<file path="src/rtl/asl_pkg.sv">
// Constants and types shared by the antenna segment level bank
package asl_pkg;

  // ----------------------------------------------------------------------
  // Bus geometry
  // ----------------------------------------------------------------------
  localparam int unsigned ADDR_W = 8;
  localparam int unsigned DATA_W = 32;
  localparam int unsigned SEG_N  = 8;
  localparam int unsigned CODE_W = 6;

  // ----------------------------------------------------------------------
  // Register indices (byte address is four times the index)
  // ----------------------------------------------------------------------
  localparam logic [7:0] CTRL_IDX   = 8'h24;
  localparam logic [7:0] RESULT_IDX = 8'h25;
  localparam logic [7:0] KEYED_IDX  = 8'h26;
  localparam logic [7:0] IDLE_IDX   = 8'h27;
  localparam logic [7:0] STAT_IDX   = 8'h3e;
  localparam logic [7:0] CMD_IDX    = 8'h3f;

  // ----------------------------------------------------------------------
  // Field positions
  // ----------------------------------------------------------------------
  localparam int unsigned SRC_BIT      = 7;
  localparam int unsigned CODE_MSB     = 6;
  localparam int unsigned CODE_LSB     = 1;
  localparam int unsigned CMD_RESTORE  = 0;
  localparam int unsigned CMD_CAL      = 1;
  localparam int unsigned STAT_BUSY    = 0;
  localparam int unsigned STAT_DONE    = 1;
  localparam int unsigned STAT_FAIL    = 2;

  // ----------------------------------------------------------------------
  // Reset and special values
  // ----------------------------------------------------------------------
  localparam logic [7:0]  MASK_RST   = 8'h00;
  localparam logic [5:0]  CODE_RST   = 6'h00;
  localparam logic [7:0]  MASK_ALL   = 8'hff;
  localparam logic [31:0] DATA_ZERO  = 32'h0000_0000;

  // Calibration sequencer states
  typedef enum logic [1:0] {
    CAL_IDLE = 2'b01,
    CAL_RUN  = 2'b10
  } asl_cal_state_type;

  // Widen an eight bit register value onto the data bus
  function automatic logic [31:0] asl_widen(input logic [7:0] val);
    return {24'h00_0000, val};
  endfunction

endpackage

</file>
<file path="src/rtl/asl_bank_if.sv">
// Register access carrier between bus slave and register bank
`timescale 1ns/1ps
`default_nettype none
interface asl_bank_if;
  logic        wr;
  logic [7:0]  idx;
  logic [31:0] wdata;
  logic [31:0] rdata;
  logic        hit;

  // Bus side drives strobe, index and data
  modport slave (output wr, idx, wdata, input rdata, hit);
  // Bank side decodes and answers
  modport bank  (input wr, idx, wdata, output rdata, hit);
endinterface
`default_nettype wire

</file>
<file path="src/rtl/asl_apb_slave.sv">
// APB slave front end with one wait state
`timescale 1ns/1ps
`default_nettype none
module asl_apb_slave (
  // Clock and reset
  input  wire logic        clk,
  input  wire logic        arst_n,
  // APB
  input  wire logic        psel,
  input  wire logic        penable,
  input  wire logic        pwrite,
  input  wire logic [7:0]  paddr,
  input  wire logic [31:0] pwdata,
  output var  logic [31:0] prdata,
  output var  logic        pready,
  output var  logic        pslverr,
  // Bank access
  asl_bank_if.slave        bus
);
  logic access;
  logic aligned;
  logic first;

  // Access phase decode
  assign access    = psel & penable;
  assign first     = access & ~pready;
  assign aligned   = (paddr[1:0] == 2'b00);
  assign bus.idx   = {2'b00, paddr[7:2]};
  assign bus.wdata = pwdata;
  // Write lands on the edge where pready is sampled high
  assign bus.wr    = access & pready & pwrite & aligned & bus.hit;

  // Ready after one wait cycle, low again after completion
  always_ff @(posedge clk or negedge arst_n) begin
    if (!arst_n) begin
      pready <= 1'b0;
    end else begin
      pready <= first;
    end
  end

  // Read data and error captured in the wait cycle
  always_ff @(posedge clk or negedge arst_n) begin
    if (!arst_n) begin
      prdata  <= asl_pkg::DATA_ZERO;
      pslverr <= 1'b0;
    end else if (first) begin
      prdata  <= (!pwrite && aligned && bus.hit) ? bus.rdata
                                                 : asl_pkg::DATA_ZERO;
      pslverr <= ~(aligned & bus.hit);
    end else begin
      pslverr <= 1'b0;
    end
  end
endmodule
`default_nettype wire

</file>
<file path="src/rtl/asl_seg_levels.sv">
// Antenna driver segment level register bank, top level
`timescale 1ns/1ps
`default_nettype none

// Overview of operation
// - Source select 0 uses calibrated depth result
// - Source select 1 uses keyed segment mask
// - Calibration command updates the automatic keyed level
// - Result register shows calibrated mask, bit7 MSB
// - Failed calibration loads all ones result
// - Result register zero after reset and restore
// - Keyed mask bits disable segments when selected
// - Idle mask bits disable segments when unmodulated
// - Eight segments, bit7 2 ohm to bit0 256
// - Idle mask all ones tristates the drivers
// - Settings zero at reset and restore command
module asl_seg_levels (
  // Clock and reset
  input  wire logic        CLK_SYS,
  input  wire logic        ARST_N,
  // APB register port
  input  wire logic        PSEL,
  input  wire logic        PENABLE,
  input  wire logic        PWRITE,
  input  wire logic [7:0]  PADDR,
  input  wire logic [31:0] PWDATA,
  output var  logic [31:0] PRDATA,
  output var  logic        PREADY,
  output var  logic        PSLVERR,
  // Transmitter state
  input  wire logic        MOD_ACTIVE,
  // Depth calibration engine
  output var  logic        CAL_START,
  input  wire logic        CAL_DONE,
  input  wire logic        CAL_FAIL,
  input  wire logic [5:0]  CAL_CODE,
  input  wire logic [7:0]  CAL_MASK,
  // Antenna driver segment controls
  output var  logic [7:0]  SEG_DISABLE,
  output var  logic        DRV_TRISTATE
);

  // ----------------------------------------------------------------------
  // Declarations
  // ----------------------------------------------------------------------
  asl_bank_if bus ();

  logic                       src_sel_reg;
  logic [5:0]                 depth_code_reg;
  logic [7:0]                 keyed_mask_reg;
  logic [7:0]                 idle_mask_reg;
  logic [7:0]                 cal_result_reg;
  logic                       done_flag_reg;
  logic                       fail_flag_reg;
  asl_pkg::asl_cal_state_type cal_state_reg;
  asl_pkg::asl_cal_state_type cal_state_next;

  logic       wr_ctrl;
  logic       wr_keyed;
  logic       wr_idle;
  logic       wr_stat;
  logic       wr_cmd;
  logic       restore;
  logic       cal_req;
  logic       cal_begin;
  logic       cal_finish;
  logic       cal_busy;
  logic       wdata_src;
  logic [5:0] wdata_code;
  logic [7:0] wdata_mask;
  logic [7:0] keyed_eff;
  logic [7:0] ctrl_view;
  logic [7:0] stat_view;

  // Write strobe for one register index
  function automatic logic wr_hit(input logic       wr_en,
                                  input logic [7:0] idx,
                                  input logic [7:0] want);
    return wr_en & (idx == want);
  endfunction

  // ----------------------------------------------------------------------
  // Bus front end
  // ----------------------------------------------------------------------

  // APB handshake and read capture
  asl_apb_slave u_apb (
    .clk     (CLK_SYS),
    .arst_n  (ARST_N),
    .psel    (PSEL),
    .penable (PENABLE),
    .pwrite  (PWRITE),
    .paddr   (PADDR),
    .pwdata  (PWDATA),
    .prdata  (PRDATA),
    .pready  (PREADY),
    .pslverr (PSLVERR),
    .bus     (bus)
  );

  // ----------------------------------------------------------------------
  // Address decode
  // ----------------------------------------------------------------------

  // Write strobes per register
  assign wr_ctrl  = wr_hit(bus.wr, bus.idx, asl_pkg::CTRL_IDX);
  assign wr_keyed = wr_hit(bus.wr, bus.idx, asl_pkg::KEYED_IDX);
  assign wr_idle  = wr_hit(bus.wr, bus.idx, asl_pkg::IDLE_IDX);
  assign wr_stat  = wr_hit(bus.wr, bus.idx, asl_pkg::STAT_IDX);
  assign wr_cmd   = wr_hit(bus.wr, bus.idx, asl_pkg::CMD_IDX);

  // Command bits, restore takes priority over a calibration start
  assign restore  = wr_cmd & bus.wdata[asl_pkg::CMD_RESTORE];
  assign cal_req  = wr_cmd & bus.wdata[asl_pkg::CMD_CAL] & ~restore;

  // Fields of the write word
  assign wdata_src  = bus.wdata[asl_pkg::SRC_BIT];
  assign wdata_code = bus.wdata[asl_pkg::CODE_MSB:asl_pkg::CODE_LSB];
  assign wdata_mask = bus.wdata[asl_pkg::SEG_N-1:0];

  // Mapped indices; the result register accepts and ignores writes
  always_comb begin
    case (bus.idx)
      asl_pkg::CTRL_IDX,
      asl_pkg::RESULT_IDX,
      asl_pkg::KEYED_IDX,
      asl_pkg::IDLE_IDX,
      asl_pkg::STAT_IDX,
      asl_pkg::CMD_IDX: bus.hit = 1'b1;
      default:          bus.hit = 1'b0;
    endcase
  end

  // ----------------------------------------------------------------------
  // Read mux
  // ----------------------------------------------------------------------

  // Control view: source select, depth code, bit 0 reads zero
  always_comb begin
    ctrl_view                                      = 8'h00;
    ctrl_view[asl_pkg::SRC_BIT]                    = src_sel_reg;
    ctrl_view[asl_pkg::CODE_MSB:asl_pkg::CODE_LSB] = depth_code_reg;
  end

  // Status view: busy, sticky done, sticky fail, the rest zero
  always_comb begin
    stat_view                     = 8'h00;
    stat_view[asl_pkg::STAT_BUSY] = cal_busy;
    stat_view[asl_pkg::STAT_DONE] = done_flag_reg;
    stat_view[asl_pkg::STAT_FAIL] = fail_flag_reg;
  end

  // Register read data, upper bits zero
  always_comb begin
    case (bus.idx)
      asl_pkg::CTRL_IDX:   bus.rdata = asl_pkg::asl_widen(ctrl_view);
      asl_pkg::RESULT_IDX: bus.rdata = asl_pkg::asl_widen(cal_result_reg);
      asl_pkg::KEYED_IDX:  bus.rdata = asl_pkg::asl_widen(keyed_mask_reg);
      asl_pkg::IDLE_IDX:   bus.rdata = asl_pkg::asl_widen(idle_mask_reg);
      asl_pkg::STAT_IDX:   bus.rdata = asl_pkg::asl_widen(stat_view);
      default:             bus.rdata = asl_pkg::DATA_ZERO;
    endcase
  end

  // ----------------------------------------------------------------------
  // Depth calibration sequencer
  // ----------------------------------------------------------------------

  // Busy while the engine runs
  assign cal_busy = (cal_state_reg == asl_pkg::CAL_RUN);

  // Start only from idle; finish on the engine's done pulse
  assign cal_begin  = cal_req & (cal_state_reg == asl_pkg::CAL_IDLE);
  assign cal_finish = CAL_DONE & cal_busy & ~restore;

  // Next state; a restore abandons a running calibration
  always_comb begin
    cal_state_next = cal_state_reg;
    case (cal_state_reg)
      asl_pkg::CAL_IDLE: begin
        if (cal_begin) begin
          cal_state_next = asl_pkg::CAL_RUN;
        end
      end
      asl_pkg::CAL_RUN: begin
        if (restore || CAL_DONE) begin
          cal_state_next = asl_pkg::CAL_IDLE;
        end
      end
      default: begin
        cal_state_next = asl_pkg::CAL_IDLE;
      end
    endcase
  end

  // State register
  always_ff @(posedge CLK_SYS or negedge ARST_N) begin
    if (!ARST_N) begin
      cal_state_reg <= asl_pkg::CAL_IDLE;
    end else begin
      cal_state_reg <= cal_state_next;
    end
  end

  // One cycle start pulse to the engine
  always_ff @(posedge CLK_SYS or negedge ARST_N) begin
    if (!ARST_N) begin
      CAL_START <= 1'b0;
    end else begin
      CAL_START <= cal_begin;
    end
  end

  // ----------------------------------------------------------------------
  // Control register: source select and depth code
  // ----------------------------------------------------------------------

  // Source select bit
  always_ff @(posedge CLK_SYS or negedge ARST_N) begin
    if (!ARST_N) begin
      src_sel_reg <= 1'b0;
    end else if (restore) begin
      src_sel_reg <= 1'b0;
    end else if (wr_ctrl) begin
      src_sel_reg <= wdata_src;
    end
  end

  // Depth code; a successful calibration wins over a software write
  always_ff @(posedge CLK_SYS or negedge ARST_N) begin
    if (!ARST_N) begin
      depth_code_reg <= asl_pkg::CODE_RST;
    end else if (restore) begin
      depth_code_reg <= asl_pkg::CODE_RST;
    end else if (cal_finish && !CAL_FAIL) begin
      depth_code_reg <= CAL_CODE;
    end else if (wr_ctrl) begin
      depth_code_reg <= wdata_code;
    end
  end

  // ----------------------------------------------------------------------
  // Calibration result display
  // ----------------------------------------------------------------------

  // Calibrated segment mask, all ones on failure
  always_ff @(posedge CLK_SYS or negedge ARST_N) begin
    if (!ARST_N) begin
      cal_result_reg <= asl_pkg::MASK_RST;
    end else if (restore) begin
      cal_result_reg <= asl_pkg::MASK_RST;
    end else if (cal_finish) begin
      if (CAL_FAIL) begin
        cal_result_reg <= asl_pkg::MASK_ALL;
      end else begin
        cal_result_reg <= CAL_MASK;
      end
    end
  end

  // ----------------------------------------------------------------------
  // Calibration status flags
  // ----------------------------------------------------------------------

  // Sticky done flag; a new finish wins over a clear
  always_ff @(posedge CLK_SYS or negedge ARST_N) begin
    if (!ARST_N) begin
      done_flag_reg <= 1'b0;
    end else if (restore) begin
      done_flag_reg <= 1'b0;
    end else if (cal_finish) begin
      done_flag_reg <= 1'b1;
    end else if (wr_stat && bus.wdata[asl_pkg::STAT_DONE]) begin
      done_flag_reg <= 1'b0;
    end
  end

  // Sticky fail flag; a new failure wins over a clear
  always_ff @(posedge CLK_SYS or negedge ARST_N) begin
    if (!ARST_N) begin
      fail_flag_reg <= 1'b0;
    end else if (restore) begin
      fail_flag_reg <= 1'b0;
    end else if (cal_finish && CAL_FAIL) begin
      fail_flag_reg <= 1'b1;
    end else if (wr_stat && bus.wdata[asl_pkg::STAT_FAIL]) begin
      fail_flag_reg <= 1'b0;
    end
  end

  // ----------------------------------------------------------------------
  // Segment masks
  // ----------------------------------------------------------------------

  // Keyed mask, bit 7 the 2 ohm segment down to bit 0 at 256 ohm
  always_ff @(posedge CLK_SYS or negedge ARST_N) begin
    if (!ARST_N) begin
      keyed_mask_reg <= asl_pkg::MASK_RST;
    end else if (restore) begin
      keyed_mask_reg <= asl_pkg::MASK_RST;
    end else if (wr_keyed) begin
      keyed_mask_reg <= wdata_mask;
    end
  end

  // Idle mask, same segment weighting
  always_ff @(posedge CLK_SYS or negedge ARST_N) begin
    if (!ARST_N) begin
      idle_mask_reg <= asl_pkg::MASK_RST;
    end else if (restore) begin
      idle_mask_reg <= asl_pkg::MASK_RST;
    end else if (wr_idle) begin
      idle_mask_reg <= wdata_mask;
    end
  end

  // Keyed level source: calibration result or manual mask
  always_comb begin
    if (src_sel_reg) begin
      keyed_eff = keyed_mask_reg;
    end else begin
      keyed_eff = cal_result_reg;
    end
  end

  // ----------------------------------------------------------------------
  // Driver control
  // ----------------------------------------------------------------------

  // Registered selection between idle and keyed masks
  asl_seg_select #(
    .SEG_N (asl_pkg::SEG_N)
  ) u_sel (
    .clk         (CLK_SYS),
    .arst_n      (ARST_N),
    .mod_active  (MOD_ACTIVE),
    .idle_mask   (idle_mask_reg),
    .keyed_mask  (keyed_eff),
    .seg_disable (SEG_DISABLE),
    .tristate    (DRV_TRISTATE)
  );

endmodule
`default_nettype wire

</file>
<file path="src/rtl/asl_seg_select.sv">
// Registered choice of the segment disable mask
`timescale 1ns/1ps
`default_nettype none
module asl_seg_select #(
  parameter int unsigned SEG_N = 8
) (
  // Clock and reset
  input  wire logic             clk,
  input  wire logic             arst_n,
  // Masks and transmitter state
  input  wire logic             mod_active,
  input  wire logic [SEG_N-1:0] idle_mask,
  input  wire logic [SEG_N-1:0] keyed_mask,
  // Driver controls
  output var  logic [SEG_N-1:0] seg_disable,
  output var  logic             tristate
);
  // One register stage: the mask swaps as a whole word, no glitches
  always_ff @(posedge clk or negedge arst_n) begin
    if (!arst_n) begin
      seg_disable <= '0;
    end else begin
      seg_disable <= mod_active ? keyed_mask : idle_mask;
    end
  end

  // All idle segments off floats the drivers
  always_ff @(posedge clk or negedge arst_n) begin
    if (!arst_n) begin
      tristate <= 1'b0;
    end else begin
      tristate <= ~mod_active & (&idle_mask);
    end
  end
endmodule
`default_nettype wire

</file>
<file path="config.mk">
export PLATFORM = sky130hd
export DESIGN_NAME = asl_seg_levels
export DESIGN_NICKNAME = d
export VERILOG_FILES = /design/src/rtl/asl_pkg.sv /design/src/rtl/asl_bank_if.sv /design/src/rtl/asl_apb_slave.sv /design/src/rtl/asl_seg_levels.sv /design/src/rtl/asl_seg_select.sv
export SDC_FILE = /design/constraint.sdc
export NUM_CORES = 1
export LEC_CHECK = 0
export ABC_AREA = 1
export BUFFER_PORTS_ARGS = -buffer_cell sky130_fd_sc_hd__buf_2
export CAP_MARGIN = 5
export CORE_ASPECT_RATIO = 1.1
export CORE_MARGIN = 2
export CORE_UTILIZATION = 45
export CTS_BUF_LIST = sky130_fd_sc_hd__clkbuf_8 sky130_fd_sc_hd__clkbuf_16
export DETAILED_ROUTE_END_ITERATION = 8
export GPL_TIMING_DRIVEN = 0
export HOLD_SLACK_MARGIN = 0.03
export PLACE_DENSITY = 0.87
export SLEW_MARGIN = 20
export SYNTH_ARGS = -nofsm -noshare
export SYNTH_HDL_FRONTEND = slang
export SYNTH_SLANG_ARGS = --single-unit
</file>
<file path="constraint.sdc">
create_clock -name CLK_SYS -period 1.4 [get_ports CLK_SYS]
set_input_delay 0.28 -clock CLK_SYS [delete_from_list [all_inputs] [get_ports CLK_SYS]]
set_output_delay 0.28 -clock CLK_SYS [all_outputs]
set_load 0.02 [all_outputs]
</file>
==> results of run 1 <==
-- timing repair --
| action | CTS | global route |
|---|---|---|
| setup endpoints to repair | 36 | 42 |
| hold buffers | 1 | 0 |
| endpoints found under the hold margin | 34 | 0 |
| gates resized for setup | 21 | 17 |
| pin swaps | 5 | 4 |
| setup buffers | 2 | 0 |
| cloned | 2 | 0 |
-- through the flow --
step,instance area (µm²),instances,util (%),setup slack [ns]
2_1_floorplan,2990,394,-,0.0168
3_3_place_gp,3380,531,54.5,-0.196
3_5_place_dp,3380,531,54.6,-0.259
4_1_cts,3570,543,57.6,-0.0308
5_1_grt,3620,543,58.5,-0.132
6_report,3620,543,58.5,-0.0231
-- Yosys cell counts, drive strengths merged --
cell,count
dfrtp,54
o22ai,7
o2111ai,2
inv,34
dfstp,1
nand4,9
clkinv,1
buf,30
o211ai,1
nand3b,1
clkbuf,2
nor3,1
conb,1
o21ai,41
nand2,117
a21oi,4
nand3,32
nor2,33
-- logic make-up after synthesis --
group	count (synthesis)	synth area share, %
AND/OR/NAND/NOR	193	29.5
buffers and inverters	67	12.5
other	1	0.129
AO/OA/AOI/OAI	55	10.4
flip-flops	55	47.4
-- final timing paths --
check,startpoint,endpoint,slack [ns],cells after the start
max,u_apb.pready,cal_result_reg[1],-0.02,8
min,CAL_MASK[3],cal_result_reg[3],0.19,3
max reg2reg,u_apb.pready,cal_result_reg[1],-0.02,8
min reg2reg,u_apb.prdata[6],u_apb.prdata[6],0.48,2
max in group asynchronous,ARST_N,u_apb.pready,0.36,2
min in group asynchronous,ARST_N,CAL_START,0.53,2
-- layout make-up --
type / count / share of cell area [%]
Multi-Input combinational cell: 272 / 36.8
Clock inverter: 3 / 0.622
Timing Repair Buffer: 62 / 9.08
Tap cell: 80 / 2.76
Clock buffer: 5 / 1.90
Buffer: 31 / 7.04
Sequential cell: 55 / 38.1
Inverter: 35 / 3.76
-- power by group --
part | leakage (nW) | total (mW) | internal [mW] | switching, mW
Clock | 0.0485 | 0.903 | 0.360 | 0.544
Sequential | 0.709 | 1.61 | 1.60 | 0.00651
Combinational | 1.23 | 0.345 | 0.124 | 0.221
-- metal layers --
metal / track usage, % / vias up / wire length [µm]
li1: - / 1334 / -
met1: 27.0 / 1297 / 2920
met2: 37.3 / 102 / 3830
met3: 7.24 / 15 / 528
met4: 9.55 / 0 / 166
met5: 0 / - / 0
-- cell usage in the layout (no fill, tap or decap), drive strengths merged --
master	n
dfstp	1
nor2	33
nand2	117
a21oi	4
clkbuf	6
nand3	32
dfrtp	54
dlygate4sd3	1
o21ai	41
buf	91
inv	36
nand4	9
nor3	1
conb	24
o22ai	7
o211ai	1
o2111ai	2
nand3b	1
clkinv	2
-- worst reg2reg max path: stages (launching register included) --
cell	delay [ns]
dfrtp_2	0.41
nand2_2	0.06
inv_2	0.04
nand2_2	0.05
nor2_4	0.16
nand3_4	0.14
buf_6	0.17
nand2_2	0.17
o22ai_1	0.12
==> run metrics, run 1 <==
run status complete, but fails checks; failing checks setup timing; Rows 30; top cells by area, synth dfrtp_1 (47%), nand2_1 (14%), buf_4 (6.5%); FILL cells 573; largest net degree at the start of global routing 56; Pleak 1.99 nW; Slowest-stage cell, CP dfrtp_2; Routed WL between 7000 and 8000 µm; Avg WL per Cell 13.7 µm; Initial Utilization 46.9%; Die H 88.3 µm; CTS buffer count 5; DIE WIDTH slightly above 80 µm; worst-path cell chain nand2_2 -> inv_2 -> nand2_2 -> nor2_4 -> nand3_4 -> buf_6 -> nand2_2 -> o22ai_1; crit path DAT roughly 1.6 ns; CTS root buffer clkbuf_8; register cell area after layout 0.00138 mm²; crit-path most repeated cell nand2_2; Max H-tree Level 2; Seq cells post-synth 55; Fin. Hold Viols 0; Overall Global Routing Usage 22.5%; drt initial violations around 250; vias per inst 5.06; First-pass DRT Iterations 4; fmax between 700 and 800 MHz; library cells used by synthesis 27; worst-path maximum fanout 7; post-synthesis sequential area ratio roughly 47%; IO Count 106; Tmin final 1.42 ns; nature of the critical path startpoint register; Worst Tran Pin Value 0.694 ns; Longest Clk Path Bufs 2; DRC errors left 0; global-route wire length before repair ~12,000 µm; Mapped Cells around 370; CTS tree built; PwrDens between 700 and 800 mW/mm²; Routability Congestion 0.891; Slew headroom a little over half; clk slew on worst S/H paths 0.11 ns; core footprint ~0.0062 mm²; post-synth top area share 46.5%; DRT antenna net count 0; multi-input logic area between 0.001 and 0.0015 mm²; RSZ-0062 raised after global routing true; Worst Path Required 1.60 ns; WHS 0.194 ns; Synth-to-Final Area Change 24.8%; area leader, netlist dfrtp_1; Critical Path Sink Type register; Layout Skew 0.0105 ns; Crit path buffers/inverters 2; hpwl dp 5450 µm; Total Power around 2.9 mW; Worst Hold Class primary input to register; setup TNS -0.126 ns; share of cells above drive strength 1 30.5%; worst IR drop on VDD 0.343 mV; Die ar. 0.00711 mm²; vias in the first global route 2,646; Final period util 102%; Crit path max-delay family simple AND/OR/NAND/NOR gates; # Max-Cap Violations 0; yosys warns 0; fin. max-slew vios 0; post-synthesis average cell area around 7.8 µm²; via count 2,748; # setup viols final 15; n_diodes 0; synthesized cell area 0.00290 mm²; port bufs 57; clock sinks 55; initial antenna violation count 0; grt ovf 0; layout net count between 500 and 600; slowest cell delay on critical path roughly 0.41 ns; worst skew pair latency 0.32 ns; WS Path Type register to register; final worst slack -0.0231 ns
No activity file was read; power rests on OpenSTA's default activity.
==> run 2, diff against run 1 <==
--- a/config.mk
+++ b/config.mk
@@ -10,13 +10,13 @@
 export CAP_MARGIN = 5
 export CORE_ASPECT_RATIO = 1.1
 export CORE_MARGIN = 2
-export CORE_UTILIZATION = 45
+export CORE_UTILIZATION = 50
 export CTS_BUF_LIST = sky130_fd_sc_hd__clkbuf_8 sky130_fd_sc_hd__clkbuf_16
 export DETAILED_ROUTE_END_ITERATION = 8
 export GPL_TIMING_DRIVEN = 0
 export HOLD_SLACK_MARGIN = 0.03
-export PLACE_DENSITY = 0.87
-export SLEW_MARGIN = 20
+export MAX_ROUTING_LAYER = met4
+export PLACE_DENSITY = 0.91
 export SYNTH_ARGS = -nofsm -noshare
 export SYNTH_HDL_FRONTEND = slang
 export SYNTH_SLANG_ARGS = --single-unit
==> constraint.sdc (replaced) <==
create_clock -name CLK_SYS -period 1.55 [get_ports CLK_SYS]
set_input_delay 0.31 -clock CLK_SYS [delete_from_list [all_inputs] [get_ports CLK_SYS]]
set_output_delay 0.31 -clock CLK_SYS [all_outputs]
set_load 0.02 [all_outputs]
==> run 2 against run 1 <==
The flow now finishes without violations. Global-route usage rose by 1.3 points. Largest cell class unchanged. Largest power group unchanged. Critical endpoint is now idle_mask_reg[6]. Non-clock buffer count decreased by 3. Worst setup slack improved by 0.086 ns. Critical path type unchanged.
==> run metrics, run 2 (same netlist as run 1, synthesis figures left out) <==
Overall Global Routing Usage 23.8%; CP Launch Point u_apb.pready; commonest non-fill, non-tap cells in the layout nand2_1 (110), buf_2 (58), dfrtp_1 (54); Slew headroom 61.8%; Hold Crit Depth 3; Rows 29; Clk pwr share 30.5%; switching fraction of total power 26.3%; met3 Use GR around 3.8%; net switching power 0.669 mW; grt ovf 0; PwrDens 721 mW/mm²; clk slew on worst S/H paths 0.10 ns; core footprint 0.00570 mm²; Die H 83.9 µm; Routed WL 7290 µm; met2 Usage GRT between 30% and 40%; R2R Path Start u_apb.pready; Avg WL per Cell 13.6 µm; First-pass DRT Iterations 5; worst-path maximum fanout 10; Setup Buffers After CTS 0; DRC errors left 0; Top Usage Layer GRT met2; crit path DAT 1.70 ns; # setup viols final 0; global-route wire length before repair approximately 12,000 µm; Worst Path Required 1.76 ns; Max H-tree Level 2; Routability Congestion 0.892; Crit. path cell count 9; Initial Utilization 51.0%; Int Pwr roughly 1.9 mW; drt initial violations 181; most common cell after layout, fill and taps aside nand2_1; Slowest-stage cell, CP dfrtp_1; Pleak between 1.5 and 2 nW; Final Instance Area 0.00353 mm²; Core Util, Final 61.9%; Seq pwr share between 50% and 60%; CTS root buffer clkbuf_8; Synth-to-Final Area Change 21.4%; DIE WIDTH 76.7 µm; fin. max-slew vios 0; nature of the critical path startpoint register; Tmin final 1.49 ns; worst-path cell chain nand2_1 -> inv_1 -> nand2_1 -> nor2_4 -> nand3_4 -> buf_6 -> buf_4 -> nand3_1 -> o21ai_1; Longest Clk Path Bufs 2; Crit path max-delay family simple AND/OR/NAND/NOR gates; worst skew pair latency 0.32 ns; Die ar. 0.00643 mm²; clock sinks 55; Post-Place Cells 528; worst IR drop on VDD 0.381 mV; Total Power 2.54 mW; largest net degree at the start of global routing 56; Placement Cell Area 0.00337 mm²; hpwl dp approximately 5400 µm; initial antenna violation count 0; Crit path buffers/inverters 3; Setup WS pre-CTS -0.162 ns; n_diodes 0; slowest cell delay on critical path between 0.3 and 0.4 ns; DRT antenna net count 0; fmax roughly 670 MHz; Worst Tran Pin Value around 0.57 ns; via count 2,707; multi-input logic area 0.00128 mm²; share of cells above drive strength 1 27.0%; run status finished clean; port bufs 57; vias per inst 5.05; crit-path most repeated cell nand2_1; vias in the first global route 2,580; WS Path Type register to register; hold wc startpoint CAL_MASK[4]; layout net count approximately 520; Logic pwr share 12.3%; Worst R2R Path Depth 9; RSZ-0062 raised after global routing false; final worst slack 0.0633 ns; Post-Layout Cell Count 536; FILL cells 529; register cell area after layout 0.00138 mm²; Fin. Hold Viols 0; Critical Path Sink Type register; Worst Hold Class primary input to register; # Max-Cap Violations 0; CTS tree built; CTS buffer count 5; Layout Skew roughly 0.010 ns; GR met1 Demand/Resource 29.7%; IO Count ~110; Final period util 95.9%
[run 2: repair_timing]
item / CTS / global route
endpoints found under the setup margin: 3 / 33
hold endpoints to repair: 0 / 15
pin swaps: 0 / 1
hold buffers: 0 / 1
gates resized for setup: 1 / 14
[run 2: metal layers]
metal / up-vias / share of wire (%)
li1: 1322 / -
met2: 129 / 49
met4: 0 / 2.4
met3: 17 / 8.2
met5: - / 0
met1: 1239 / 40
[run 2: worst paths after layout]
| path | to | slack [ns] |
|---|---|---|
| hold reg to reg | u_apb.prdata[0] | 0.48 |
| max in group asynchronous | cal_state_reg[0] | 0.40 |
| setup / recovery | idle_mask_reg[6] | 0.06 |
| min in group asynchronous | u_apb.prdata[3] | 0.51 |
| setup reg to reg | idle_mask_reg[6] | 0.06 |
| hold / removal | cal_result_reg[4] | 0.23 |
[run 2: cell type report]
class                           instances  area share (%)
Timing Repair Buffer                   59            8.94
Sequential cell                        55            39.1
Buffer                                 31            6.74
Multi-Input combinational cell        272            36.3
Clock inverter                          2           0.390
Inverter                               35            3.83
Clock buffer                            5            1.95
Tap cell                               77            2.73
[run 2: worst register-to-register path, stage by stage (launching register included)]
cell	delay, ns
dfrtp_1	0.38
nand2_1	0.06
inv_1	0.04
nand2_1	0.08
nor2_4	0.19
nand3_4	0.12
buf_6	0.16
buf_4	0.18
nand3_1	0.10
o21ai_1	0.07
[run 2: per-stage QoR]
stage	TNS, ns	hold WS [ns]
floorplan	0	0.0144
global placement	-1.54	0.459
detailed placement	-2.77	0.460
CTS	-0.0645	0.231
global route	0	0.254
finish	0	0.230
[run 2: power groups by stage]
stage	combinational, mW	clock (mW)	sequential, mW
after detailed placement	0.303	0	1.48
after global placement	0.297	0	1.48
after global routing	0.346	0.823	1.46
final	0.314	0.776	1.45
after floorplan	0.168	0	1.50
after CTS	0.303	0.777	1.45
